==> src/hw/usbfe_pkg.sv <==
// Purpose: Constants for the USB interface front-end control block.
// Assumes: Registers are 32-bit words at word-aligned printed offsets.
// Notes: Offsets are byte addresses on the peripheral register port.
package usbfe_pkg;
    localparam logic [7:0] ADDR_RESET = 8'h00;
    localparam logic [7:0] ADDR_DEVADDR = 8'h08;
    localparam logic [7:0] ADDR_FUNC = 8'h0c;
    localparam logic [7:0] ADDR_OTGCTL = 8'h10;
    localparam logic [7:0] ADDR_OTGSTAT = 8'h14;
    localparam logic [7:0] ADDR_SERIAL = 8'h18;
    localparam logic [7:0] ADDR_FLAGS = 8'h1c;
    localparam logic [7:0] ADDR_STICKY = 8'h20;
    localparam logic [7:0] ADDR_MASKS = 8'h24;
    localparam logic [7:0] ADDR_SOF = 8'h28;
    localparam logic [7:0] ADDR_PID = 8'h2c;
    localparam logic [7:0] ADDR_EP = 8'h30;
    localparam logic [7:0] ADDR_EPMARK = 8'h34;
    localparam logic [7:0] ADDR_OTGMASK = 8'h38;
    localparam logic [7:0] ADDR_POWER = 8'h3c;
    localparam logic [7:0] ADDR_PHYCTL = 8'h40;
    localparam logic [4:0] FUNC_RESET = 5'h07;
    localparam logic [3:0] SERIAL_RESET = 4'h2;
    localparam int FLAG_TOKEN = 6;
    localparam int FLAG_SE0 = 5;
    localparam int FLAG_K = 4;
    localparam int FLAG_J = 3;
    localparam int FLAG_CRC = 2;
    localparam int FLAG_RXACT = 1;
    localparam int FLAG_RXERR = 0;
    localparam int PHY_PDDIS = 18;
    localparam int PHY_WAKE_SE0 = 13;
    localparam int PHY_WAKE_K = 12;
    localparam int PHY_FILT_LO = 8;
    localparam int PHY_AUTORES = 7;
    localparam int PHY_CONF_LO = 4;
    localparam logic [1:0] LS_SE0 = 2'h0;
    localparam logic [1:0] LS_J = 2'h1;
    localparam logic [1:0] LS_K = 2'h2;
    localparam logic [4:0] EP_MARK_OR = 5'h10;
endpackage
==> src/hw/usbfe_control.sv <==
// Purpose: Register file and flag logic of the USB interface front end.
// Assumes: Packet decoder pulses arrive on clk; pins pass a 3-stage sampler.
// Notes: Registers are 32-bit words; unmapped offsets read zero.
// How it works
// - Function control holds a three-bit operating mode, reset 1, zero means normal.
// - Function bits 1 and 0 drive termination and transceiver select, reset 1.
// - On-the-go control bits drive VBUS and pull controls, all reset 0.
// - On-the-go status register shows the live transceiver session flags.
// - Serial control reads received line states at bits 6 to 4.
// - Serial bits 3, 2, 0 drive SE0, data and serial mode, reset 0.
// - Serial bit 1 is active-low transmit enable, reset 1.
// - Non-sticky flags clear when a packet starts; sticky ones wait for software.
// - Flag 6 sets on a valid token addressed to this device.
// - Flags 5, 4, 3 set on SE0, K and J line states.
// - Flag 2 sets on CRC16 failure; flags 1, 0 follow receive active, error.
// - Stickiness register holds flags until software writes one to clear.
// - Four 8-bit masks each OR selected flags onto one output port.
// - An 11-bit frame counter is readable, writable, reset to zero.
// - The last received packet identifier is captured, reset zero.
// - The last endpoint is captured in bits 3:0 with valid at bit 4.
// - Marked endpoints are delivered on the receive port ORed with 0x10.
// - Control bit 18 disables the pull-downs of the two wide ports.
// - Bits 13 and 12 record SE0 or K wake after auto resume; write 0 clears.
// - Line-state changes pass only after holding 2^N clock cycles.
// - Bit 7 lets hardware handle resume; else software polls filtered state.
// - Three control bits drive the transceiver configuration pins directly.
// - Any write to the reset register returns all state except the pin sampler to reset values.
// - Tokens match only the seven-bit device address register.
`timescale 1ns/10ps
module usbfe_control
    import usbfe_pkg::*;
#(
    parameter int FILT_W = 16
) (
    // Clock, reset and enable.
    input wire logic clk,
    input wire logic rst,
    input wire logic clkEn,
    // Register port, full 32-bit words.
    input wire logic regWrite,
    input wire logic regRead,
    input wire logic [7:0] regAddr,
    input wire logic [31:0] regWdata,
    output logic [31:0] regRdata,
    // Transceiver status pins.
    input wire logic [1:0] lineStatePin,
    input wire logic [5:0] otgStatusPin,
    input wire logic [2:0] rxSerialPin,
    input wire logic rxActivePin,
    input wire logic rxErrorPin,
    // Packet decoder events on clk.
    input wire logic pktStart,
    input wire logic tokenValid,
    input wire logic [6:0] tokenAddr,
    input wire logic [3:0] tokenEp,
    input wire logic pidValid,
    input wire logic [3:0] pidValue,
    input wire logic crc16Fail,
    input wire logic sofValid,
    input wire logic [10:0] sofValue,
    input wire logic autoResume,
    // Transceiver controls.
    output logic [2:0] opMode,
    output logic termSelect,
    output logic xcvrSelect,
    output logic [7:0] otgControl,
    output logic txSe0,
    output logic txData,
    output logic txEnable_n,
    output logic fullLowSpeedSerial,
    output logic [2:0] transceiverConfigPins,
    output logic widePortPulldownDisable,
    output logic suspendAutoResume,
    output logic [3:0] filteredLineState,
    // Flag ports and receive endpoint.
    output logic flagPortA,
    output logic flagPortB,
    output logic flagPortC,
    output logic flagPortD,
    output logic [4:0] rxEndpoint
);
    import usbfe_pkg::*;

    ////////////////////////////////////////////////////////////////////////////
    // Three-stage pin sampler; a change counts once stages two and three agree.
    // Line state rests at J, so leaving reset shows no false SE0 to the filter.
    localparam int SYNC_W = 13;
    localparam logic [SYNC_W-1:0] SYNC_RST = {LS_J, 11'h000};
    logic [SYNC_W-1:0] syncA, syncB, syncC, pinVal;
    logic [SYNC_W-1:0] pinIn;
    assign pinIn = {lineStatePin, otgStatusPin, rxSerialPin, rxActivePin, rxErrorPin};
    always_ff @(posedge clk or posedge rst) begin
        if (rst) begin
            syncA <= SYNC_RST;
            syncB <= SYNC_RST;
            syncC <= SYNC_RST;
            pinVal <= SYNC_RST;
        end else if (clkEn) begin
            syncA <= pinIn;
            syncB <= syncA;
            syncC <= syncB;
            if (syncB == syncC) begin
                pinVal <= syncC;
            end
        end
    end
    logic [1:0] lineRaw;
    logic [5:0] otgLive;
    logic [2:0] rxLive;
    assign lineRaw = pinVal[12:11];
    assign otgLive = pinVal[10:5];
    assign rxLive = pinVal[4:2];

    ////////////////////////////////////////////////////////////////////////////
    // Registers. The soft reset from a write to offset 0 acts like rst.
    logic wrEn, softRst;
    assign wrEn = clkEn && regWrite;
    assign softRst = wrEn && (regAddr == ADDR_RESET);
    logic [6:0] devAddr_reg;
    logic [4:0] func_reg;
    logic [7:0] otgCtl_reg;
    logic [3:0] serial_reg;
    logic [6:0] flags_reg, flags_next;
    logic [6:0] sticky_reg;
    logic [31:0] masks_reg;
    logic [10:0] sof_reg;
    logic [3:0] pid_reg;
    logic [4:0] ep_reg;
    logic [15:0] epMark_reg;
    logic [31:0] otgMask_reg;
    logic [8:0] power_reg;
    logic [18:0] phy_reg;

    // Plain software-written control registers.
    always_ff @(posedge clk or posedge rst) begin
        if (rst) begin
            devAddr_reg <= '0;
            func_reg <= FUNC_RESET;
            otgCtl_reg <= '0;
            serial_reg <= SERIAL_RESET;
            sticky_reg <= '0;
            masks_reg <= '0;
            epMark_reg <= '0;
            otgMask_reg <= '0;
            power_reg <= '0;
        end else if (softRst) begin
            devAddr_reg <= '0;
            func_reg <= FUNC_RESET;
            otgCtl_reg <= '0;
            serial_reg <= SERIAL_RESET;
            sticky_reg <= '0;
            masks_reg <= '0;
            epMark_reg <= '0;
            otgMask_reg <= '0;
            power_reg <= '0;
        end else if (wrEn) begin
            unique case (regAddr)
                ADDR_DEVADDR: devAddr_reg <= regWdata[6:0];
                ADDR_FUNC: func_reg <= regWdata[4:0];
                ADDR_OTGCTL: otgCtl_reg <= regWdata[7:0] & 8'hdf;
                ADDR_SERIAL: serial_reg <= regWdata[3:0];
                ADDR_STICKY: sticky_reg <= regWdata[6:0];
                ADDR_MASKS: masks_reg <= regWdata;
                ADDR_EPMARK: epMark_reg <= regWdata[15:0];
                ADDR_OTGMASK: otgMask_reg <= regWdata;
                ADDR_POWER: power_reg <= regWdata[8:0];
                default: ;
            endcase
        end
    end

    // Outputs driven straight from the control registers.
    assign opMode = func_reg[4:2];
    assign termSelect = func_reg[1];
    assign xcvrSelect = func_reg[0];
    assign otgControl = otgCtl_reg;
    assign txSe0 = serial_reg[3];
    assign txData = serial_reg[2];
    assign txEnable_n = serial_reg[1];
    assign fullLowSpeedSerial = serial_reg[0];

    ////////////////////////////////////////////////////////////////////////////
    // Line-state filter: a new state must hold 2^N cycles before it passes.
    logic [1:0] lineFilt_reg, lineCand_reg;
    logic [FILT_W-1:0] filtCnt_reg;
    logic [FILT_W-1:0] filtTarget;
    assign filtTarget = FILT_W'(1) << phy_reg[11:8];
    always_ff @(posedge clk or posedge rst) begin
        if (rst) begin
            lineFilt_reg <= LS_J;
            lineCand_reg <= LS_J;
            filtCnt_reg <= '0;
        end else if (softRst) begin
            lineFilt_reg <= LS_J;
            lineCand_reg <= LS_J;
            filtCnt_reg <= '0;
        end else if (clkEn) begin
            if (lineRaw != lineCand_reg) begin
                lineCand_reg <= lineRaw;
                filtCnt_reg <= FILT_W'(1);
            end else if (lineCand_reg != lineFilt_reg) begin
                if (filtCnt_reg >= filtTarget) begin
                    lineFilt_reg <= lineCand_reg;
                end else begin
                    filtCnt_reg <= filtCnt_reg + FILT_W'(1);
                end
            end
        end
    end
    assign filteredLineState = {2'h0, lineFilt_reg};

    ////////////////////////////////////////////////////////////////////////////
    // Event flags. Set beats clear, both for the packet clear and software.
    logic [6:0] flagSet;
    logic tokenHit;
    assign tokenHit = tokenValid && (tokenAddr == devAddr_reg);
    always_comb begin
        flagSet = '0;
        flagSet[FLAG_TOKEN] = tokenHit;
        flagSet[FLAG_SE0] = (lineFilt_reg == LS_SE0);
        flagSet[FLAG_K] = (lineFilt_reg == LS_K);
        flagSet[FLAG_J] = (lineFilt_reg == LS_J);
        flagSet[FLAG_CRC] = crc16Fail;
    end
    genvar gi;
    generate
        for (gi = 0; gi < 7; gi++) begin : g_flag
            always_comb begin
                flags_next[gi] = flags_reg[gi];
                if (wrEn && regAddr == ADDR_FLAGS && regWdata[gi]) begin
                    flags_next[gi] = 1'b0;
                end else if (!sticky_reg[gi] && pktStart) begin
                    flags_next[gi] = 1'b0;
                end
                if (flagSet[gi]) begin
                    flags_next[gi] = 1'b1;
                end
            end
        end
    endgenerate
    always_ff @(posedge clk or posedge rst) begin
        if (rst) begin
            flags_reg <= '0;
        end else if (softRst) begin
            flags_reg <= '0;
        end else if (clkEn) begin
            // Receive active and error track their inputs unless held sticky.
            flags_reg <= flags_next;
            if (!sticky_reg[FLAG_RXACT] || pinVal[1]) begin
                flags_reg[FLAG_RXACT] <= pinVal[1] | (sticky_reg[FLAG_RXACT] & flags_next[1]);
            end
            if (!sticky_reg[FLAG_RXERR] || pinVal[0]) begin
                flags_reg[FLAG_RXERR] <= pinVal[0] | (sticky_reg[FLAG_RXERR] & flags_next[0]);
            end
        end
    end

    // Mask ports follow the registered flags one cycle later; a soft reset clears them.
    always_ff @(posedge clk or posedge rst) begin
        if (rst) begin
            flagPortA <= 1'b0;
            flagPortB <= 1'b0;
            flagPortC <= 1'b0;
            flagPortD <= 1'b0;
        end else if (clkEn) begin
            flagPortA <= !softRst && (|(masks_reg[6:0] & flags_reg));
            flagPortB <= !softRst && (|(masks_reg[14:8] & flags_reg));
            flagPortC <= !softRst && (|(masks_reg[22:16] & flags_reg));
            flagPortD <= !softRst && (|(masks_reg[30:24] & flags_reg));
        end
    end

    ////////////////////////////////////////////////////////////////////////////
    // Frame counter, packet identifier and endpoint capture.
    always_ff @(posedge clk or posedge rst) begin
        if (rst) begin
            sof_reg <= '0;
            pid_reg <= '0;
            ep_reg <= '0;
            rxEndpoint <= '0;
        end else if (softRst) begin
            sof_reg <= '0;
            pid_reg <= '0;
            ep_reg <= '0;
            rxEndpoint <= '0;
        end else if (clkEn) begin
            // A software write loses to a frame arriving in the same cycle.
            if (sofValid) begin
                sof_reg <= sofValue;
            end else if (wrEn && regAddr == ADDR_SOF) begin
                sof_reg <= regWdata[10:0];
            end
            if (pidValid) begin
                pid_reg <= pidValue;
            end
            if (tokenHit) begin
                ep_reg <= {1'b1, tokenEp};
                rxEndpoint <= epMark_reg[tokenEp] ? ({1'b0, tokenEp} | EP_MARK_OR)
                                                  : {1'b0, tokenEp};
            end
        end
    end

    ////////////////////////////////////////////////////////////////////////////
    // Transceiver control word with wake-reason bits.
    always_ff @(posedge clk or posedge rst) begin
        if (rst) begin
            phy_reg <= '0;
        end else if (softRst) begin
            phy_reg <= '0;
        end else if (clkEn) begin
            if (wrEn && regAddr == ADDR_PHYCTL) begin
                phy_reg[PHY_PDDIS] <= regWdata[PHY_PDDIS];
                phy_reg[11:4] <= regWdata[11:4];
                if (!regWdata[PHY_WAKE_SE0]) begin
                    phy_reg[PHY_WAKE_SE0] <= 1'b0;
                end
                if (!regWdata[PHY_WAKE_K]) begin
                    phy_reg[PHY_WAKE_K] <= 1'b0;
                end
            end
            // Hardware set wins over a clear written in the same cycle.
            if (autoResume && phy_reg[PHY_AUTORES] && lineFilt_reg == LS_SE0) begin
                phy_reg[PHY_WAKE_SE0] <= 1'b1;
            end
            if (autoResume && phy_reg[PHY_AUTORES] && lineFilt_reg == LS_K) begin
                phy_reg[PHY_WAKE_K] <= 1'b1;
            end
        end
    end
    assign widePortPulldownDisable = phy_reg[PHY_PDDIS];
    assign suspendAutoResume = phy_reg[PHY_AUTORES];
    assign transceiverConfigPins = phy_reg[6:4];

    ////////////////////////////////////////////////////////////////////////////
    // Read mux; reserved bits and unmapped offsets read zero.
    always_comb begin
        regRdata = '0;
        if (regRead) begin
            unique case (regAddr)
                ADDR_DEVADDR: regRdata[6:0] = devAddr_reg;
                ADDR_FUNC: regRdata[4:0] = func_reg;
                ADDR_OTGCTL: regRdata[7:0] = otgCtl_reg;
                ADDR_OTGSTAT: regRdata[5:0] = otgLive;
                ADDR_SERIAL: regRdata[6:0] = {rxLive, serial_reg};
                ADDR_FLAGS: regRdata[6:0] = flags_reg;
                ADDR_STICKY: regRdata[6:0] = sticky_reg;
                ADDR_MASKS: regRdata = masks_reg;
                ADDR_SOF: regRdata[10:0] = sof_reg;
                ADDR_PID: regRdata[3:0] = pid_reg;
                ADDR_EP: regRdata[4:0] = ep_reg;
                ADDR_EPMARK: regRdata[15:0] = epMark_reg;
                ADDR_OTGMASK: regRdata = otgMask_reg;
                ADDR_POWER: regRdata[8:0] = power_reg;
                ADDR_PHYCTL: regRdata[18:0] = phy_reg & 19'h43ff0;
                default: regRdata = '0;
            endcase
        end
    end

    ////////////////////////////////////////////////////////////////////////////
    // Checks.
    property p_func_reset;
        @(posedge clk) disable iff (rst)
        $past(softRst) |-> (opMode == 3'h1 && termSelect && xcvrSelect);
    endproperty
    a_func_reset: assert property (p_func_reset) else $error("soft reset value wrong");

    property p_txen;
        @(posedge clk) disable iff (rst)
        (wrEn && regAddr == ADDR_SERIAL && !softRst) |=> (txEnable_n == $past(regWdata[1]));
    endproperty
    a_txen: assert property (p_txen) else $error("tx enable not written");

    property p_token;
        @(posedge clk) disable iff (rst || softRst)
        (clkEn && tokenHit) |=> flags_reg[FLAG_TOKEN];
    endproperty
    a_token: assert property (p_token) else $error("token flag not set");

    property p_sticky;
        @(posedge clk) disable iff (rst)
        (clkEn && sticky_reg[FLAG_CRC] && flags_reg[FLAG_CRC] && !wrEn)
            |=> flags_reg[FLAG_CRC];
    endproperty
    a_sticky: assert property (p_sticky) else $error("sticky flag lost");

    property p_nonsticky;
        @(posedge clk) disable iff (rst)
        (clkEn && pktStart && !sticky_reg[FLAG_CRC] && !crc16Fail) |=> !flags_reg[FLAG_CRC];
    endproperty
    a_nonsticky: assert property (p_nonsticky) else $error("flag not cleared");

    property p_port;
        @(posedge clk) disable iff (rst)
        (clkEn && !softRst) |=> (flagPortA == |($past(masks_reg[6:0]) & $past(flags_reg)));
    endproperty
    a_port: assert property (p_port) else $error("port a mismatch");

    property p_epmark;
        @(posedge clk) disable iff (rst || softRst)
        (clkEn && tokenHit && epMark_reg[tokenEp]) |=> rxEndpoint[4];
    endproperty
    a_epmark: assert property (p_epmark) else $error("mark not applied");

    property p_conf;
        @(posedge clk) disable iff (rst)
        (wrEn && regAddr == ADDR_PHYCTL && !softRst)
            |=> (transceiverConfigPins == $past(regWdata[6:4])
            && widePortPulldownDisable == $past(regWdata[PHY_PDDIS]));
    endproperty
    a_conf: assert property (p_conf) else $error("config pins wrong");

    c_token: cover property (@(posedge clk) disable iff (rst) clkEn && tokenHit);
    c_wake: cover property (@(posedge clk) disable iff (rst) phy_reg[PHY_WAKE_K]);
    c_filt: cover property (@(posedge clk) disable iff (rst) $changed(lineFilt_reg));
endmodule

==> config.mk <==
export PLATFORM = sky130hd
export DESIGN_NAME = usbfe_control
export DESIGN_NICKNAME = d
export VERILOG_FILES = /design/src/hw/usbfe_pkg.sv /design/src/hw/usbfe_control.sv
export SDC_FILE = /design/constraint.sdc
export NUM_CORES = 1
export LEC_CHECK = 0
export ABC_AREA = 1
export BUFFER_PORTS_ARGS = -buffer_cell sky130_fd_sc_hd__buf_2
export CAP_MARGIN = 20
export CELL_PAD_IN_SITES_DETAIL_PLACEMENT = 1
export CELL_PAD_IN_SITES_GLOBAL_PLACEMENT = 2
export CORE_UTILIZATION = 38
export CTS_BUF_LIST = sky130_fd_sc_hd__clkbuf_4 sky130_fd_sc_hd__clkbuf_8
export DETAILED_ROUTE_END_ITERATION = 8
export PLACE_DENSITY_LB_ADDON = 0.1
export SLEW_MARGIN = 20
export SYNTH_ARGS = -nofsm -noshare
export SYNTH_HDL_FRONTEND = slang
export SYNTH_SLANG_ARGS = --single-unit
==> constraint.sdc <==
create_clock -name clk -period 15.7 [get_ports clk]
set_input_delay 3.14 -clock clk [delete_from_list [all_inputs] [get_ports clk]]
set_output_delay 3.14 -clock clk [all_outputs]
set_load 0.02 [all_outputs]
==> out/qor.yml <==
sta:
  hold_viol: 0
  finalSetupViolCount: 0
  fin_crit_sh: 0.546
  slew_viol_final: 0
  fmax_ghz: 0.117
  setup_tns_ps: 0
  worst_slack_ps: 7130
  whs_ps: 466
  skew_ps: 22.8
  rsz0062_at_grt: "no"
  worst_slew_pin_slew_ps: 1040
  layout_min_cycle_time_ps: 8570
  relSlewSlack: 0.303
power_and_ir_drop:
  power.static_leakage_nw: 7.31
  peakVddDrop_uv: 120
  power_density_mw_per_mm2: 118
  fin_total_pwr_mw: 1.68
logic_synthesis:
  synth-main-ff-cell: "dfrtp_1"
  ys_types: 43
  synth_area_per_cell_um2: 7.80
  ys.warnings.count: 0
  syn_inst: 1594
  synth-seq-cells: 234
  ys_seq_area_frac: 0.472
  synth-async-reset-ratio: 1.00
  netlist.area_leader.share: 0.451
  synth_edf_count: 0
  yosysTopAreaCell: "dfrtp_1"
  synthTopCellsByArea: "dfrtp_1 45%, nand2_1 14%, o21ai_0 6.8%"
  syn_area_mm2: 0.0124
die:
  die_y_um: 183
  start_util: 0.390
  die_w_um: 183
  std_cell_rows: 65
  io_pins: 157
  core-area_mm2: 0.0319
  dieArea_mm2: 0.0334
routing:
  drc: 0
  via_per_inst: 5.32
  wl_per_cell_um: 20.7
  drt_wl_total_um: 45400
  vias: 11700
  final_antenna_net_count: 0
  first_pass_iters: 5
  dr.first_iter.drc_count: 567
worst_setup_path:
  r2r_slack_ps: 12940
  crit_top_cell: "nor2_1"
  cp_cell_sequence: "buf_2 -> nor2_4 -> nand3_1 -> nor2_2 -> buf_4 -> inv_2 -> o21ai_0 -> nor2_1 -> nand2_1 -> nor2_1 -> nor2_1 -> buf_2"
  crit_arrival_ps: 5430
  crit_fanout: 22
  cp_num_buf_inv: 4
  cpMaxStageDelayCell: "o21ai_0"
  cp_data_required_time_ps: 12560
  crit_start: "regAddr[7]"
  crit_family: "simple AND/OR/NAND/NOR gates"
  reg2reg_from: "phy_reg[9]"
  crit_path_max_incr_delay_ps: 440
  critPathLaunchType: "input port"
  critical_path_class: "in2out"
  cp-end-kind: "primary output"
clock_tree:
  clockBufferDepth: 3
  cts_setup_buffers: 0
  clk_latency_ps: 560
  clkTransAtPathRegs_ps: 50
  cts_tree: "built"
  ctsHoldBuffers: 0
  cts_resized: 0
  clkSinkCount: 234
  htree_levels: 2
  cts_root_buf: "clkbuf_8"
  cts_inserted_buffers: 44
final_layout:
  fin_util: 0.449
  fillers: 4037
  fin_nets: 1833
  area_growth_pct: 15.1
  drive_above_1_share: 0.179
placed_design:
  hpwl_um: 32800
  port_buffers: 153
  globalplace.congestion: 0.884
  dp_slack_ps: 6920
worst_hold_path:
  hold_start: "syncA[11]"
  min_path_type: "reg2reg"
global_route:
  grtUsageTotal: 0.279
  grt_pass1_vias: 12100
  antenna_found_initial: 4
  grt_overflow: 0
  grt_max_degree: 91
  grt_pass1_wl_um: 71300
status:
  status: "completed"
run:
  maxCapViolCount: 0
-- synthesized netlist by cell type (12+ instances only) --
master      n
o21ai_0   168
nand3_1   128
clkbuf_1   23
o22ai_1    64
nor2_1     88
o21ai_2    18
o211ai_1   16
buf_4      18
a21oi_1    42
ha_1       17
nor3_1     18
nand2_1   448
xor2_1     12
nand4_1    26
inv_1     170
buf_2      30
dfrtp_1   224
-- tightest hold or removal path: cells and delay by family (launching register included) --
kind,cells,cell delay [ps]
DFF,1,370
and+or+nand+nor,2,90
-- kinds of logic after synthesis --
kind of cell               count (synthesis)  share of synthesized area
and+or+nand+nor                          742                      0.257
AOI/OAI and AO/OA                        327                      0.151
xor gates and xnor gates                  18                     0.0127
DFF                                      234                      0.472
adders and majority gates                 17                     0.0171
other                                      1                   0.000302
buffers and inverters                    255                     0.0898
-- where the power goes --
| part | internal (mW) | leakage, nW | switching (mW) | total, mW |
|---|---|---|---|---|
| Sequential | 0.666 | 2.91 | 0.0614 | 0.728 |
| Combinational | 0.104 | 3.91 | 0.232 | 0.336 |
| Clock | 0.351 | 0.489 | 0.268 | 0.618 |
| Total | 1.12 | 7.31 | 0.561 | 1.68 |
-- layout by cell type (no fill, tap or decap), types with 25 or more instances in the layout --
cell type	synthesis	layout
o22ai_1	64	64
nand3_1	128	128
clkbuf_8	0	50
clkbuf_4	0	25
buf_2	30	153
o21ai_0	168	168
a21oi_1	42	42
nand2_1	448	447
dfrtp_1	224	224
inv_1	170	169
nor2_1	88	88
nand4_1	26	26
-- final timing paths --
| path | end | cells past startpoint |
|---|---|---|
| max | regRdata[0] | 12 |
| min | syncA[11] | 2 |
| max reg2reg | filtCnt_reg[1] | 14 |
| min reg2reg | syncA[11] | 2 |
| max in group asynchronous | syncC[5] | 3 |
| min in group asynchronous | rxEndpoint[2] | 2 |
-- per-layer routing --
layer | global-route usage | wire length (um) | up-vias
li1 | - | - | 5526
met1 | 0.374 | 20300 | 5736
met2 | 0.467 | 21600 | 332
met3 | 0.0411 | 2250 | 87
met4 | 0.0857 | 1350 | 4
met5 | 0 | 22 | -
-- layout make-up --
type / instances / area (um2) / area share
Sequential cell: 234 / 5870 / 0.410
Multi-Input combinational cell: 1107 / 5460 / 0.382
Clock buffer: 75 / 876 / 0.0612
Timing Repair Buffer: 164 / 852 / 0.0596
Inverter: 175 / 664 / 0.0464
Tap cell: 435 / 544 / 0.0380
Clock inverter: 4 / 32.5 / 0.00227
Antenna cell: 2 / 5.00 / 0.000350
-- metrics by stage --
stage          instances  area [um2]
2_1_floorplan       1596       12400
3_5_place_dp        2115       13400
6_report            2196       14300
5_1_grt             2194       14300
3_3_place_gp        2115       13400
4_1_cts             2194       14300
No activity file was read; power rests on OpenSTA's default activity.
